File: src/design/ebict_cfg.svh
// Constants of the external bus idle and chip-select timing block.
// Assumes inclusion by bare name from the package and the design files.
`ifndef EBICT_CFG_SVH
`define EBICT_CFG_SVH

// ----------------------------------------------------------------------
// Register map and field layout
// ----------------------------------------------------------------------
`define EBICT_WB_AW        8
`define EBICT_CTRL_OFS     8'h00
`define EBICT_CTRL_W       16
`define EBICT_CTRL_RST     16'hffff
`define EBICT_IW_LSB       8
`define EBICT_CW_LSB       4
`define EBICT_SW_LSB       0

// ----------------------------------------------------------------------
// Bus geometry and counts
// ----------------------------------------------------------------------
`define EBICT_SPACES       4
`define EBICT_ADDR_W       22
`define EBICT_DATA_W       16
`define EBICT_GAP_MAX      3'h3

`endif

File: src/design/ebict_pkg.sv
// Types and field decoders shared by the bus timing block.
// Assumes the constant header ebict_cfg.svh is on the include path.
`include "ebict_cfg.svh"

package ebict_pkg;

    // ------------------------------------------------------------------
    // Types
    // ------------------------------------------------------------------
    typedef enum logic [2:0] {
        ST_IDLE = 3'b000,
        ST_GAP  = 3'b001,
        ST_PRE  = 3'b010,
        ST_T1   = 3'b011,
        ST_T2   = 3'b100,
        ST_POST = 3'b101
    } ebict_state_t;

    typedef struct packed {
        logic [1:0]                 space;
        logic                       write;
        logic [1:0]                 sel;
        logic [`EBICT_ADDR_W-1:0]   addr;
        logic [`EBICT_DATA_W-1:0]   wdata;
    } ebict_req_t;

    typedef struct packed {
        logic [`EBICT_SPACES-1:0]   spaceSelectN;
        logic                       readStrobeN;
        logic                       writeStrobeUpperN;
        logic                       writeStrobeLowerN;
        logic                       dataOe;
    } ebict_pins_t;

    typedef struct packed {
        logic [`EBICT_CTRL_W-1:0]   ctrl;
        ebict_state_t               state;
        logic [1:0]                 gapCnt;
        logic [1:0]                 sinceEnd;
        logic                       used;
        ebict_req_t                 cur;
        ebict_pins_t                pins;
        logic [`EBICT_DATA_W-1:0]   rdata;
        logic                       done;
        logic                       wbAck;
        logic [31:0]                wbDat;
    } ebict_regs_t;

    // ------------------------------------------------------------------
    // Field decoders
    // ------------------------------------------------------------------
    function automatic logic [1:0] idle_cycles(input logic [`EBICT_CTRL_W-1:0] ctrl,
                                               input logic [1:0] space);
        idle_cycles = ctrl[`EBICT_IW_LSB + 2*space +: 2];
    endfunction

    function automatic logic same_gap(input logic [`EBICT_CTRL_W-1:0] ctrl,
                                      input logic [1:0] space);
        same_gap = ctrl[`EBICT_CW_LSB + space];
    endfunction

    function automatic logic select_widen(input logic [`EBICT_CTRL_W-1:0] ctrl,
                                          input logic [1:0] space);
        select_widen = ctrl[`EBICT_SW_LSB + space];
    endfunction

endpackage

File: src/design/ebict_top.sv
// External bus timing for four chip-select spaces with idle insertion
// and chip-select widening, configured over a classic Wishbone slave.
// Assumes one 50 MHz clock, requests synchronous to it, and external
// memories that answer within the two basic states.
//
// Overview of operation
// - A 16-bit read/write control register holds all per-space timing.
// - Power-on reset and hardware standby load all ones into it.
// - Manual reset and software standby leave the register untouched.
// - After a read, idle cycles precede an access to another space.
// - A write right after a read to one space still gets idles.
// - Idle count comes from the previous access's space setting.
// - Idle fields: space 3 bits 15:14 down to space 0 bits 9:8.
// - Idle field codes 00..11 mean zero to three cycles.
// - Same-space option negates the select once between accesses.
// - Bits 7..4 hold the same-space option, one means one cycle.
// - Bit 7 serves space 3 down to bit 4 for space 0.
// - Write after read to one space uses the larger of both idle settings.
// - With widening, strobes stay inside the select assert period.
// - Widening adds a cycle before and after, holding write data.
// - Bits 3..0 enable widening per space, one by default.
// - A basic access takes two states before any added cycles.
//
// Local design decisions: the address map and register access over Wishbone.
`timescale 1ns/100ps
`include "ebict_cfg.svh"

module ebict_top (
    input  wire logic                          clk,
    input  wire logic                          rst_n,
    input  wire logic                          ce,
    // Power state controls.
    input  wire logic                          hwStandby,
    input  wire logic                          manualReset,
    input  wire logic                          swStandby,
    // Wishbone register slave.
    input  wire logic                          wb_cyc_i,
    input  wire logic                          wb_stb_i,
    input  wire logic                          wb_we_i,
    input  wire logic [`EBICT_WB_AW-1:0]       wb_adr_i,
    input  wire logic [3:0]                    wb_sel_i,
    input  wire logic [31:0]                   wb_dat_i,
    output logic      [31:0]                   wb_dat_o,
    output logic                               wb_ack_o,
    // Access requests from the core side.
    input  wire logic                          reqValid,
    input  wire ebict_pkg::ebict_req_t         req,
    output logic                               reqReady,
    output logic                               accessDone,
    output logic      [`EBICT_DATA_W-1:0]      readData,
    // External bus pins.
    output logic      [`EBICT_SPACES-1:0]      spaceSelectN,
    output logic                               readStrobeN,
    output logic                               writeStrobeUpperN,
    output logic                               writeStrobeLowerN,
    output logic      [`EBICT_ADDR_W-1:0]      extAddr,
    output logic      [`EBICT_DATA_W-1:0]      extDataOut,
    output logic                               extDataOe,
    input  wire logic [`EBICT_DATA_W-1:0]      extDataIn
);

    // ------------------------------------------------------------------
    // State and reset image
    // ------------------------------------------------------------------
    localparam ebict_pkg::ebict_pins_t PINS_IDLE = '{
        spaceSelectN:      {`EBICT_SPACES{1'b1}},
        readStrobeN:       1'b1,
        writeStrobeUpperN: 1'b1,
        writeStrobeLowerN: 1'b1,
        dataOe:            1'b0
    };

    localparam ebict_pkg::ebict_regs_t REGS_RST = '{
        ctrl:     `EBICT_CTRL_RST,
        state:    ebict_pkg::ST_IDLE,
        gapCnt:   2'h0,
        sinceEnd: 2'h3,
        used:     1'b0,
        cur:      '0,
        pins:     PINS_IDLE,
        rdata:    '0,
        done:     1'b0,
        wbAck:    1'b0,
        wbDat:    32'h0
    };

    ebict_pkg::ebict_regs_t s;
    ebict_pkg::ebict_regs_t next_s;

    // ------------------------------------------------------------------
    // Request acceptance
    // ------------------------------------------------------------------
    logic       curWiden;
    logic       lastCycle;
    logic       busHold;
    logic       accept;
    logic [2:0] elapsed;
    logic [1:0] need;

    assign curWiden  = ebict_pkg::select_widen(s.ctrl, s.cur.space);
    // A new access may follow in the cycle after the last busy one, so a
    // zero idle setting really gives no idle cycle.
    assign lastCycle = (s.state == ebict_pkg::ST_POST) ||
                       (s.state == ebict_pkg::ST_T2 && !curWiden);
    assign busHold   = hwStandby | manualReset | swStandby;
    assign reqReady  = ce && !busHold &&
                       (s.state == ebict_pkg::ST_IDLE || lastCycle);
    assign accept    = reqValid && reqReady;
    // Only bus cycles with every select negated count as idle.
    assign elapsed   = (s.state == ebict_pkg::ST_IDLE) ? ({1'b0, s.sinceEnd} + 3'h1) : 3'h0;

    ebict_gap_calc u_gap (
        .ctrl      (s.ctrl),
        .prevValid (s.used),
        .prevSpace (s.cur.space),
        .prevWrite (s.cur.write),
        .nextSpace (req.space),
        .nextWrite (req.write),
        .elapsed   (elapsed),
        .need      (need)
    );

    // ------------------------------------------------------------------
    // Pin image for a given state
    // ------------------------------------------------------------------
    function automatic ebict_pkg::ebict_pins_t pins_of(input ebict_pkg::ebict_regs_t r);
        logic busy;
        logic strobe;
        pins_of = PINS_IDLE;
        busy    = (r.state == ebict_pkg::ST_PRE) || (r.state == ebict_pkg::ST_T1) ||
                  (r.state == ebict_pkg::ST_T2) || (r.state == ebict_pkg::ST_POST);
        strobe  = (r.state == ebict_pkg::ST_T1) || (r.state == ebict_pkg::ST_T2);
        if (busy) begin
            pins_of.spaceSelectN[r.cur.space] = 1'b0;
        end
        if (strobe && !r.cur.write) begin
            pins_of.readStrobeN = 1'b0;
        end
        if (strobe && r.cur.write) begin
            pins_of.writeStrobeUpperN = !r.cur.sel[1];
            pins_of.writeStrobeLowerN = !r.cur.sel[0];
        end
        pins_of.dataOe = r.cur.write && (strobe || r.state == ebict_pkg::ST_POST);
    endfunction

    // ------------------------------------------------------------------
    // Next state
    // ------------------------------------------------------------------
    logic regHit;
    logic wbHit;

    assign wbHit  = wb_cyc_i && wb_stb_i && !s.wbAck;
    assign regHit = (wb_adr_i == `EBICT_CTRL_OFS);

    always_comb begin
        next_s      = s;
        next_s.done = 1'b0;

        // Wishbone slave: one wait cycle, then a one-cycle acknowledge.
        next_s.wbAck = wbHit;
        if (wbHit) begin
            next_s.wbDat = regHit ? {16'h0, s.ctrl} : 32'h0;
            if (wb_we_i && regHit) begin
                if (wb_sel_i[0]) begin
                    next_s.ctrl[7:0] = wb_dat_i[7:0];
                end
                if (wb_sel_i[1]) begin
                    next_s.ctrl[15:8] = wb_dat_i[15:8];
                end
            end
        end

        // Idle counter saturates; it only has to reach the largest gap.
        if (s.state == ebict_pkg::ST_IDLE && {1'b0, s.sinceEnd} != `EBICT_GAP_MAX) begin
            next_s.sinceEnd = s.sinceEnd + 2'h1;
        end

        case (s.state)
            ebict_pkg::ST_IDLE: begin
                next_s.state = ebict_pkg::ST_IDLE;
            end
            ebict_pkg::ST_GAP: begin
                if (s.gapCnt == 2'h0) begin
                    next_s.state = ebict_pkg::select_widen(s.ctrl, s.cur.space) ?
                                   ebict_pkg::ST_PRE : ebict_pkg::ST_T1;
                end else begin
                    next_s.gapCnt = s.gapCnt - 2'h1;
                end
            end
            ebict_pkg::ST_PRE: begin
                next_s.state = ebict_pkg::ST_T1;
            end
            ebict_pkg::ST_T1: begin
                next_s.state = ebict_pkg::ST_T2;
            end
            ebict_pkg::ST_T2: begin
                // Read data is taken at the end of the second state.
                if (!s.cur.write) begin
                    next_s.rdata = extDataIn;
                end
                next_s.done     = 1'b1;
                next_s.sinceEnd = 2'h0;
                next_s.state    = curWiden ? ebict_pkg::ST_POST : ebict_pkg::ST_IDLE;
            end
            ebict_pkg::ST_POST: begin
                next_s.sinceEnd = 2'h0;
                next_s.state    = ebict_pkg::ST_IDLE;
            end
            default: begin
                next_s.state = ebict_pkg::ST_IDLE;
            end
        endcase

        // A newly taken request overrides the end of the previous one.
        if (accept) begin
            next_s.cur  = req;
            next_s.used = 1'b1;
            if (need != 2'h0) begin
                next_s.state  = ebict_pkg::ST_GAP;
                next_s.gapCnt = need - 2'h1;
            end else begin
                next_s.state = ebict_pkg::select_widen(s.ctrl, req.space) ?
                               ebict_pkg::ST_PRE : ebict_pkg::ST_T1;
            end
        end

        if (manualReset) begin
            next_s.state    = ebict_pkg::ST_IDLE;
            next_s.used     = 1'b0;
            next_s.sinceEnd = 2'h3;
            next_s.done     = 1'b0;
        end

        if (hwStandby) begin
            next_s.ctrl     = `EBICT_CTRL_RST;
            next_s.state    = ebict_pkg::ST_IDLE;
            next_s.used     = 1'b0;
            next_s.sinceEnd = 2'h3;
            next_s.done     = 1'b0;
        end

        // Pins are registered from the state they belong to, so they
        // change cleanly on the clock edge with no decode glitches.
        next_s.pins = pins_of(next_s);
    end

    // ------------------------------------------------------------------
    // State register
    // ------------------------------------------------------------------
    always_ff @(posedge clk or negedge rst_n) begin
        if (!rst_n) begin
            s <= REGS_RST;
        end else if (ce) begin
            s <= next_s;
        end
    end

    // ------------------------------------------------------------------
    // Outputs
    // ------------------------------------------------------------------
    assign wb_ack_o          = s.wbAck;
    assign wb_dat_o          = s.wbDat;
    assign accessDone        = s.done;
    assign readData          = s.rdata;
    assign spaceSelectN      = s.pins.spaceSelectN;
    assign readStrobeN       = s.pins.readStrobeN;
    assign writeStrobeUpperN = s.pins.writeStrobeUpperN;
    assign writeStrobeLowerN = s.pins.writeStrobeLowerN;
    assign extDataOe         = s.pins.dataOe;
    assign extAddr           = s.cur.addr;
    assign extDataOut        = s.cur.wdata;

endmodule

File: src/design/ebict_gap_calc.sv
// Works out how many idle cycles must still pass before the next access.
// Assumes the caller reports the previous access and the idle cycles
// already seen on the bus since it ended.
`timescale 1ns/100ps
`include "ebict_cfg.svh"

module ebict_gap_calc (
    input  wire logic [`EBICT_CTRL_W-1:0] ctrl,
    input  wire logic                     prevValid,
    input  wire logic [1:0]               prevSpace,
    input  wire logic                     prevWrite,
    input  wire logic [1:0]               nextSpace,
    input  wire logic                     nextWrite,
    input  wire logic [2:0]               elapsed,
    output logic      [1:0]               need
);

    logic [2:0] required;
    logic [2:0] iw;
    logic [2:0] cw;

    always_comb begin
        iw = {1'b0, ebict_pkg::idle_cycles(ctrl, prevSpace)};
        cw = {2'b00, ebict_pkg::same_gap(ctrl, prevSpace)};
        required = 3'h0;
        if (prevValid) begin
            if (prevSpace != nextSpace) begin
                required = prevWrite ? 3'h0 : iw;
            end else if (!prevWrite && nextWrite) begin
                required = (iw > cw) ? iw : cw;
            end else begin
                required = cw;
            end
        end
        // Cycles the bus already sat idle count toward the gap.
        if (required > elapsed) begin
            need = 2'(required - elapsed);
        end else begin
            need = 2'h0;
        end
    end

endmodule

File: config.mk
export PLATFORM = sky130hd
export DESIGN_NAME = ebict_top
export DESIGN_NICKNAME = d
export VERILOG_FILES = /design/src/design/ebict_pkg.sv /design/src/design/ebict_top.sv /design/src/design/ebict_gap_calc.sv
export VERILOG_INCLUDE_DIRS = /design/src /design/src/design
export SDC_FILE = /design/constraint.sdc
export NUM_CORES = 1
export LEC_CHECK = 0
export ABC_AREA = 1
export BUFFER_PORTS_ARGS = -buffer_cell sky130_fd_sc_hd__buf_4
export CAP_MARGIN = 20
export CORE_ASPECT_RATIO = 0.5
export CORE_MARGIN = 3
export CORE_UTILIZATION = 30
export CTS_BUF_LIST = sky130_fd_sc_hd__clkbuf_4
export DETAILED_ROUTE_END_ITERATION = 8
export GPL_ROUTABILITY_DRIVEN = 0
export PLACE_DENSITY = 0.5
export SLEW_MARGIN = 20
export SYNTH_ARGS = -nofsm -noshare
export SYNTH_HDL_FRONTEND = slang
export SYNTH_SLANG_ARGS = --single-unit
File: constraint.sdc
create_clock -name clk -period 3.9 [get_ports clk]
set_input_delay 1.17 -clock clk [delete_from_list [all_inputs] [get_ports clk]]
set_output_delay 1.17 -clock clk [all_outputs]
set_load 0.02 [all_outputs]
[After elaboration in Yosys (flattened, before gate mapping)]
Cells that the tools add are included.
Word-level totals
  bits in registers: 125
  input bits: 113
  output and inout port bits: 97
  logic and storage cells: 138
Operators by class
  add/sub/neg operators: 7
  magnitude comparators: 7
  eq/ne operators: 11
  shift operators: 1
  muxes and demuxes: 43
  bitwise gates (word level): 4
  reductions and logical operators: 45
Operators by type and width (count)
  $mux W16: 3
  $mux W44: 1
  $shiftx A16 B33 Y2: 1
  $lt A32 B5 Y1 const B: 1
  $mux W3: 9
  $mux W2: 10
  $mux W19: 1
  $mux W8: 2
  $logic_and A1 B1 Y1: 13
  $eq A3 B2 Y1 const B: 4
  $eq A3 B3 Y1 const B: 4
  $pmux W3 S4: 1
  $lt A2 B5 Y1 const B: 2
  $mux W1: 10
  $reduce_bool A2 Y1: 5
  $logic_not A8 Y1: 1
  $reduce_and A2 Y1: 4
  $reduce_and A4 Y1: 2
  $logic_not A1 Y1: 7
  $logic_or A1 B1 Y1: 7
  $add A4 B3 Y5 const A: 1
  $mux W5: 1
  $add A3 B2 Y4 const A: 1
  $bmux W1 S2: 2
  23 further kinds: 25

[Longest topological paths before layout]
Gate-level depths: netlist of run 1.
  word-level depth: 20
  mapped depth: 23

[Modules after synthesis]
A second synthesis of run 1 with hierarchy kept.
Unflattened totals
  cells, all modules: 651
  area, all modules: 5645.4 um^2
Modules (own cells, without submodules)
  ebict_top: times used 1, cells each 595, area each 5366.4 um^2
  ebict_gap_calc: times used 1, cells each 56, area each 279.0 um^2

[Least setup slack after synthesis of run 1]
OpenSTA, ideal clock, no wires.
  path type: input port to output port
  start: in hwStandby
  end: out reqReady
  arrival time: 2042 ps
  data required time: 2730 ps
  path slack: 688 ps
  stages: 7
  path buffers: 1
  path through: buf_6 or2_4 clkinv_2 nand2_2 nor2_4 nand2_1 inv_1
On the way
  cells in the longest elaborated chain, start to end: 5
RTL lines
  from (decl): RTL line ebict_top.sv:33  | input wire logic hwStandby,
  $or A1 B1 Y1 (2 in series): RTL line ebict_top.sv:105  | assign busHold = hwStandby | manualReset | swStandby;
  $logic_not A1 Y1: RTL line ebict_top.sv:106  | assign reqReady = ce && !busHold &&
  $logic_and A1 B1 Y1 (2 in series): RTL line ebict_top.sv:106
  to (decl): RTL line ebict_top.sv:48  | output logic reqReady,
Every way passes these cells.

[Worst setup path after layout of run 1]
Same ends and word-level chain as after synthesis.

==> impl_metrics.ini, run 1 <==
[floorplanning]
top_level_ports = 210
die_height_um = 103
dieArea_um2 = 20400
chipWidth_um = 199
num_rows = 34
start_util_pct = 31.4
core_um2 = 17800

[logic_synthesis]
synthDistinctLibCells = 41
ys_ff_latch = 109
syn_avg_cell_area_um2 = 9.82
syn-cell-area_um2 = 5590
ys_seq_area_share_pct = 49.4
yosysWarnings = 0
syn_inst = 569

[place]
dp_cells = 895
dp_hpwl_mm = 10.2
placed_cell_area_um2 = 6560
numPortBuffers = 175
preCtsSetupSlack_ns = 0.356

[flow_run]
maxCapViolCount = 0

[worst_setup_path]
cp-start-kind = primary input
cp.arrival_ns = 2.24
path_common_cell = buf_4
required_ns = 2.73
endpoint_kind = output pin
path_max_fanout = 6
critPathSlowestCell = or2_4
crit_type = in -> out
crit_path_cell_trace = buf_4 -> or2_4 -> clkinv_2 -> nand2_2 -> nor2_4 -> nand2_1 -> inv_1 -> buf_4
slowest_delay_ns = 0.26

[drt]
route.detailed.drc = 0
ant_nets = 0
totalWireLength_mm = 13.0
first_iter_violations = 111
drt-pass1-iter-count = 4
avgRoutedWirePerCell_um = 14.3
via_per_inst = 4.31
vias = 3935

[clock_network]
cts_resized = 0
htree_levels = 3
cts_buffers = 9
insertion_delay_ns = 0.47
cts_hold_buf = 0
clkSlewWorstSetupHoldPaths_ns = 0.16
clock_tree.root_cell = clkbuf_4
postCtsSetupBuffers = 0
cts_tree = done
cts_max_path_buffers = 2
cts_sinks = 109

[sta]
worstMarginPinSlew_ns = 0.809
skew_ns = 0.0172
maxClockFrequency_ghz = 0.293
timing.hold.ws_ns = 0.500
slew_viol_final = 0
slew_headroom_pct = 45.9
fin_crit_sh_pct = 87.4
rsz0062_at_grt = no
setup_violations = 0
setup_ws_ns = 0.492
setup_tns_ns = 0
min_period_ns = 3.41
report.final.hold_viol_count = 0

[finish]
fin_util_pct = 37.7
syn2layout_area_growth_pct = 20.1
layoutNonFillerInstCount = 912
layout-drive-gt1-share_pct = 43.4
nNetsFinal = 789
final_cell_mix = buf_4, nand2_1, dfrtp_1
fin_area_um2 = 6720
layout_commonest_cell = buf_4

[pwr]
p_per_area_nw_per_um2 = 414
ir_drop_v = 0.000161
total_power_mw = 2.78
p_leak_nw = 3.48
p_seq_share_pct = 50.0
p_switching_mw = 0.857
p_clk_share_pct = 22.9
comb_power_share_pct = 27.1
p_sw_share_pct = 30.9
internal_power_mw = 1.92

[global_route]
grt_pass1_wl_mm = 20.7
grt_max_degree = 46
grt.overflow.total = 0
antenna_found_initial = 1
grt_usage_pct = 13.0
grt_pass1_vias = 3897

[run_status]
run_status = finished clean

[worst_hold_path]
hp-class = reg -> reg
==> critical path, delay by kind of cell <==
kind          cells  cell delay [ns]
buf+inv           4             0.51
simple gates      4             0.56
==> worst paths after layout <==
check	from	to	slack [ns]	cells past startpoint
max	hwStandby	reqReady	0.49	8
min	wb_dat_o[6]	wb_dat_o[6]	0.50	2
max reg2reg	s[99]	extDataOe	0.62	18
min reg2reg	wb_dat_o[6]	wb_dat_o[6]	0.50	2
max in group asynchronous	rst_n	extAddr[19]	2.46	2
min in group asynchronous	rst_n	extDataOut[14]	0.69	1
==> per-layer routing <==
layer	vias up	routed length [um]	global-route usage [%]
li1	1962	-	-
met1	1891	6200	17.5
met2	75	6240	21.2
met3	7	491	3.53
met4	0	108	2.86
met5	-	0	0
==> power by group through the flow <==
stage / clock network, mW / logic (mW) / registers [mW]
after CTS: 0.686 / 0.767 / 1.39
after detailed placement: 0 / 0.764 / 1.41
after floorplan: 0 / 0.596 / 1.38
after global placement: 0 / 0.756 / 1.41
final: 0.635 / 0.753 / 1.39
after global routing: 0.732 / 0.834 / 1.41
==> layout make-up <==
type / count / area, um2
Antenna cell: 1 / 2.50
Tap cell: 234 / 293
Sequential cell: 109 / 2760
Multi-Input combinational cell: 325 / 1950
Clock inverter: 5 / 75.1
Clock buffer: 11 / 82.6
Fill cell: 1841 / 11100
Inverter: 44 / 166
Timing Repair Buffer: 183 / 1380
==> synthesized netlist by cell type, drive strengths merged <==
cell	n	area, um2
ha	4	50.1
clkinv	3	12.5
o31ai	1	7.51
conb	1	3.75
a21oi	9	45.0
dfstp	25	657
xor2	2	17.5
a2111oi	1	8.76
a21o	1	7.51
nor4	2	12.5
o211ai	2	15.0
o21ai	45	236
a22oi	2	15.0
dfrtp	84	2100
nor3	1	5.00
nand2	98	373
inv	41	154
o22ai	3	18.8
nor2	36	145
a31oi	6	43.8
nand3	28	158
nand4	7	43.8
clkbuf	6	22.5
buf	100	744
a21boi	1	7.51
mux2	54	642
o21bai	1	7.51
or2	5	33.8
==> cells by family (layout without fill, tap and decap cells) <==
group | count (synthesis) | count (layout) | synth area share, %
simple gates | 177 | 177 | 13.8
buf+inv | 150 | 243 | 16.7
flops | 109 | 109 | 49.4
compound gates | 72 | 72 | 7.39
mux | 54 | 54 | 11.5
fa+ha+maj | 4 | 4 | 0.895
xor+xnor | 2 | 2 | 0.313
other cells | 1 | 17 | 0.0671
==> sequential cells by signal, indices dropped and copies added (netlist names) <==
register	count
wb_ack_o	1
s	29
writeStrobeLowerN	1
readStrobeN	1
wb_dat_o	16
writeStrobeUpperN	1
extAddr	22
extDataOut	16
readData	16
accessDone	1
extDataOe	1
spaceSelectN	4
(Power assumes the default switching activity.)
==> run 2, diff against run 1 <==
--- a/config.mk
+++ b/config.mk
@@ -6,7 +6,6 @@
 export SDC_FILE = /design/constraint.sdc
 export NUM_CORES = 1
 export LEC_CHECK = 0
-export ABC_AREA = 1
 export BUFFER_PORTS_ARGS = -buffer_cell sky130_fd_sc_hd__buf_4
 export CAP_MARGIN = 20
 export CORE_ASPECT_RATIO = 0.5
@@ -20,3 +19,4 @@
 export SYNTH_ARGS = -nofsm -noshare
 export SYNTH_HDL_FRONTEND = slang
 export SYNTH_SLANG_ARGS = --single-unit
+export TNS_END_PERCENT = 100
==> run 2 against run 1 <==
Power is 4.5% higher. Clock power is 8.3% lower. Cell count is 11% lower. Global-route usage is 0.34 points lower. Via count is 6.5% lower. Die area is 2.2% lower. Utilization is 0.48 points lower. Clock skew is 0.0065 ns higher. Largest cell class unchanged.
==> impl_metrics.ini, run 2 <==
[run_status]
run_status = finished clean

[floorplanning]
chipWidth_um = 197
top_level_ports = 210
num_rows = 34
start_util_pct = 31.0
dieArea_um2 = 19900
die_height_um = 101
core_um2 = 17600

[logic_synthesis]
synth_top_area_share_pct = 38.5
yosysWarnings = 0
synthTopCellsByArea = dfrtp_1, buf_4, dfstp_2, mux2_2, nor2_1
ys_seq_area_share_pct = 50.6
syn-cell-area_um2 = 5460
synthDistinctLibCells = 53
yosys.area.top_type = dfrtp_1
async_reset_ff_share_pct = 100
synth_edf_count = 0
ys_ff_latch = 109
syn_avg_cell_area_um2 = 11.5
synth_most_common_cell = buf_4
syn_inst = 473
yosys-top-cells-count = buf_4, dfrtp_1, mux2_2
ys.flop_type = dfrtp_1

[sta]
setup_tns_ns = 0
slew_viol_final = 0
setup_violations = 0
slew_headroom_pct = 45.3
min_period_ns = 3.47
report.final.hold_viol_count = 0
worstMarginPinSlew_ns = 0.818
rsz0062_at_grt = no
timing.hold.ws_ns = 0.505
skew_ns = 0.0237
maxClockFrequency_ghz = 0.288
fin_crit_sh_pct = 89.0

[clock_network]
cts_tree = done
clock_tree.root_cell = clkbuf_4
cts_hold_buf = 0
cts_sinks = 109
cts_max_path_buffers = 2
postCtsSetupBuffers = 0
clkSlewWorstSetupHoldPaths_ns = 0.17
cts_buffers = 9
htree_levels = 3
insertion_delay_ns = 0.47

[place]
dp_hpwl_mm = 9.21
numPortBuffers = 175

[worst_setup_path]
cp-start-kind = flip-flop
endpoint_kind = flip-flop
cp.arrival_ns = 3.88
path_max_fanout = 5
crit_type = reg -> reg
required_ns = 4.31

[global_route]
grt_pass1_wl_mm = 19.8
grt_max_degree = 59
grt_pass1_vias = 3762
grt.overflow.total = 0
grt_usage_pct = 12.6
antenna_found_initial = 0

[finish]
layout-drive-gt1-share_pct = 50.4
antenna_cells = 0
layout_commonest_cell = buf_4
final_cell_mix = buf_4, dfrtp_1, mux2_2
syn2layout_area_growth_pct = 20.0
registers.top_by_ff_count = s
fin_util_pct = 37.2
largest_reg_flops = 29
nNetsFinal = 687

[drt]
route.detailed.drc = 0
totalWireLength_mm = 12.4
first_iter_violations = 135
drt-pass1-iter-count = 4
ant_nets = 0
via_per_inst = 4.55
vias = 3680
avgRoutedWirePerCell_um = 15.4

[pwr]
total_power_mw = 2.90
ir_drop_v = 0.000138
p_per_area_nw_per_um2 = 443
p_leak_nw = 3.15

[flow_run]
maxCapViolCount = 0

[worst_hold_path]
hp-class = reg -> reg
-- run 2: cell types whose count changed after synthesis, moves of 9 or more --
cell,previous run,this run
nand2_1,96,11
a21oi_1,9,22
mux2_2,45,55
nand3_1,26,3
clkbuf_1,6,15
nor2_1,34,45
o21ai_0,42,11
a22o_1,0,19
inv_1,39,12
-- run 2: cell type report --
class                           count  area [um2]
Inverter                           12        45.0
Tap cell                          234         293
Clock buffer                       10        75.1
Sequential cell                   109        2760
Fill cell                        1770       11100
Multi-Input combinational cell    257        1940
Clock inverter                      6        62.6
Timing Repair Buffer              181        1370
-- run 2: path summary, 6_finish.rpt --
kind,from,end,slack [ns],cells after the start
setup / recovery,s[99],writeStrobeUpperN,0.43,15
hold / removal,writeStrobeLowerN,writeStrobeLowerN,0.51,2
setup reg to reg,s[99],writeStrobeUpperN,0.43,15
hold reg to reg,writeStrobeLowerN,writeStrobeLowerN,0.51,2
max in group asynchronous,rst_n,s[120],2.34,2
min in group asynchronous,rst_n,readData[2],0.76,1
-- run 2: kinds of logic (layout without fill, tap and decap cells) --
kind of cell | after synthesis | after routing | synth area share, %
buffers and inverters | 122 | 209 | 14.9
and+or+nand+nor | 85 | 85 | 7.29
other | 1 | 16 | 0.0687
adders and majority gates | 4 | 4 | 0.917
xor gates and xnor gates | 3 | 3 | 0.482
AOI/OAI and AO/OA | 82 | 82 | 11.0
muxes | 67 | 67 | 14.9
DFF | 109 | 109 | 50.6
-- run 2: repair_timing --
item / in CTS / in global routing
endpoints found under the hold margin: 0 / 0
gates resized for setup: 0 / 1
setup endpoints to repair: 0 / 4
-- run 2: worst max-delay path: stages (launching register included) --
cell	delay, ns
dfrtp_2	0.48
mux4_2	0.55
inv_1	0.08
ha_1	0.23
nor2_1	0.08
o21ai_0	0.09
mux2i_1	0.13
o21ai_0	0.17
nand2_1	0.09
ha_1	0.35
nand2b_1	0.18
a22o_1	0.18
o21ai_0	0.21
o211ai_2	0.14
mux2i_1	0.32
a31oi_1	0.13
-- run 2: where the power goes --
part	internal, mW	switching, mW
clock network	0.203	0.379
registers	1.32	0.108
logic	0.442	0.451
-- run 2: metal layers --
| metal | global-route usage [%] | vias to the layer above | wire length, um |
|---|---|---|---|
| li1 | - | 1747 | - |
| met1 | 15.9 | 1813 | 5680 |
| met2 | 21.5 | 101 | 5930 |
| met3 | 3.46 | 19 | 597 |
| met4 | 3.77 | 0 | 229 |
| met5 | 0 | - | 0 |
-- run 2: per-stage QoR --
step / std cells / area (um2) / setup WS [ns]
after floorplan: 488 / 5510 / 0.546
after global placement: 793 / 6410 / 0.345
after detailed placement: 793 / 6410 / 0.325
after CTS: 809 / 6550 / 0.311
after global routing: 809 / 6550 / 0.0596
final: 809 / 6550 / 0.430
==> run 3, diff against run 2 <==
--- a/config.mk
+++ b/config.mk
@@ -6,6 +6,7 @@
 export SDC_FILE = /design/constraint.sdc
 export NUM_CORES = 1
 export LEC_CHECK = 0
+export ABC_AREA = 1
 export BUFFER_PORTS_ARGS = -buffer_cell sky130_fd_sc_hd__buf_4
 export CAP_MARGIN = 20
 export CORE_ASPECT_RATIO = 0.5
@@ -14,7 +15,7 @@
 export CTS_BUF_LIST = sky130_fd_sc_hd__clkbuf_4
 export DETAILED_ROUTE_END_ITERATION = 8
 export GPL_ROUTABILITY_DRIVEN = 0
-export PLACE_DENSITY = 0.5
+export PLACE_DENSITY = 0.64
 export SLEW_MARGIN = 20
 export SYNTH_ARGS = -nofsm -noshare
 export SYNTH_HDL_FRONTEND = slang
==> run 3 against run 2 <==
Clock power decreased by 8.4%. Critical path depth is 7 lower. Non-clock buffer count grew 2. Flip-flop and latch count unchanged. Combinational power down 15%. Via count grew 7.6%. Clock-buffer cell count shrank 1. Design area up 1.9%. First-iteration DRC count rose by 17%. Critical path type is now in -> out. Largest cell class unchanged.
==> impl_metrics.ini, run 3 (synthesized netlist as in run 1, its figures left out) <==
[run_status]
run_status = finished clean

[place]
dp_hpwl_mm = 10.5
dp_cells = 895
numPortBuffers = 175

[worst_setup_path]
crit_type = in -> out
endpoint_kind = output pin
required_ns = 2.73
critPathTopFamily = simple AND/OR/NAND/NOR gates
cp-start-kind = primary input
path_common_cell = buf_4
crit_buf_inv = 4
cp.arrival_ns = 2.29
slowest_delay_ns = 0.26
crit_path_cell_trace = buf_4 -> or2_4 -> clkinv_2 -> nand2_2 -> nor2_4 -> nand2_1 -> inv_1 -> buf_4
path_max_fanout = 6
critPathSlowestCell = or2_4

[pwr]
internal_power_mw = 1.78
comb_power_share_pct = 28.3
p_leak_nw = 3.46
p_sw_share_pct = 33.5
p_switching_mw = 0.898
p_per_area_nw_per_um2 = 402
p_clk_share_pct = 19.9
p_seq_share_pct = 51.8
ir_drop_v = 0.000173

[finish]
registers.top_by_ff_count = s
multiInputGateArea_um2 = 1950
antenna_cells = 0
final_cell_mix = buf_4, nand2_1, dfrtp_1
layout_commonest_cell = buf_4
layout-drive-gt1-share_pct = 43.4
nFillCells = 1809
ff_latch_area_um2 = 2760
largest_reg_flops = 29
syn2layout_area_growth_pct = 19.4
layoutNonFillerInstCount = 911
nNetsFinal = 789

[clock_network]
cts_sinks = 109
insertion_delay_ns = 0.48
cts_hold_buf = 0
postCtsSetupBuffers = 0
cts_buffers = 9
cts_resized = 0
clock_tree.root_cell = clkbuf_4
clkSlewWorstSetupHoldPaths_ns = 0.15
cts_max_path_buffers = 2
htree_levels = 3
cts_tree = done

[sta]
slew_headroom_pct = 49.4
maxClockFrequency_ghz = 0.289
min_period_ns = 3.46
skew_ns = 0.0235
fin_crit_sh_pct = 88.7
slew_viol_final = 0
rsz0062_at_grt = no
setup_violations = 0
report.final.hold_viol_count = 0
worstMarginPinSlew_ns = 0.758
setup_tns_ns = 0

[drt]
totalWireLength_mm = 13.4
first_iter_violations = 158
via_per_inst = 4.35
avgRoutedWirePerCell_um = 14.7
vias = 3960
ant_nets = 0
drt-pass1-iter-count = 4
route.detailed.drc = 0

[global_route]
grt_usage_pct = 13.1
grt_max_degree = 46
grt.overflow.total = 0
antenna_found_initial = 0
grt_pass1_wl_mm = 20.7
grt_pass1_vias = 3911

[floorplanning]
top_level_ports = 210
chipWidth_um = 199
core_um2 = 17800
dieArea_um2 = 20400
num_rows = 34
die_height_um = 103
start_util_pct = 31.4

[flow_run]
maxCapViolCount = 0

[worst_hold_path]
hp-class = reg -> reg
## run 3: cell types whose count changed in the layout (fill, tap and decap cells not counted), moves of 10 or more
cell     previous run  this run
a21oi_1            22         9
mux2_2             55        45
nand3_1             3        26
nor2_1             45        34
a22o_1             19         0
o21ai_0            11        42
inv_1              12        39
nand2_1            11        96
## run 3: power groups by stage
stage	Clock (mW)	Sequential (mW)	Combinational, mW
after floorplan	0	1.38	0.596
after global placement	0	1.40	0.755
after detailed placement	0	1.41	0.767
after CTS	0.582	1.39	0.770
after global routing	0.614	1.41	0.836
final	0.533	1.39	0.760
## run 3: path summary, 6_finish.rpt
kind | start | endpoint | slack, ns | depth (start not counted)
worst max-delay path | hwStandby | reqReady | 0.44 | 8
worst min-delay path | s[117] | s[117] | 0.50 | 2
worst max register to register | s[99] | spaceSelectN[2] | 0.67 | 17
min in group asynchronous | rst_n | extAddr[10] | 0.70 | 1
max in group asynchronous | rst_n | s[120] | 2.40 | 2
worst min register to register | s[117] | s[117] | 0.50 | 2
## run 3: worst register-to-register path, delay by kind of cell (launching register included)
kind                     cells  cell delay [ns]
adder cells (fa/ha/maj)      2             0.52
AO/OA/AOI/OAI                5             0.82
AND/OR/NAND/NOR              8             1.02
flip-flops                   1             0.62
buffers and inverters        2             0.18
## run 3: final cells by class
type                            count  share of cell area [%]
Inverter                           44                    2.49
Multi-Input combinational cell    325                    29.3
Timing Repair Buffer              183                    20.8
Clock buffer                        9                    1.01
Sequential cell                   109                    41.3
Tap cell                          234                    4.39
Clock inverter                      7                   0.731
## run 3: per-layer routing
layer | vias up | global-route usage, % | wire length [um]
li1 | 1964 | - | -
met1 | 1885 | 17.2 | 5980
met2 | 84 | 21.7 | 6600
met3 | 27 | 2.91 | 498
met4 | 0 | 4.31 | 359
met5 | - | 0 | 0
## run 3: through the flow
stage / power (mW) / hold WS, ns / cell area [um2] / util [%] / worst slack [ns]
4_1_cts: 2.74 / 0.504 / 6670 / 37.4 / 0.453
2_1_floorplan: 1.97 / 0.450 / 5650 / - / 0.688
3_5_place_dp: 2.18 / 0.470 / 6560 / 36.8 / 0.433
5_1_grt: 2.86 / 0.525 / 6670 / 37.4 / 0.175
3_3_place_gp: 2.16 / 0.468 / 6560 / 36.8 / 0.432
6_report: 2.68 / 0.501 / 6670 / 37.4 / 0.442
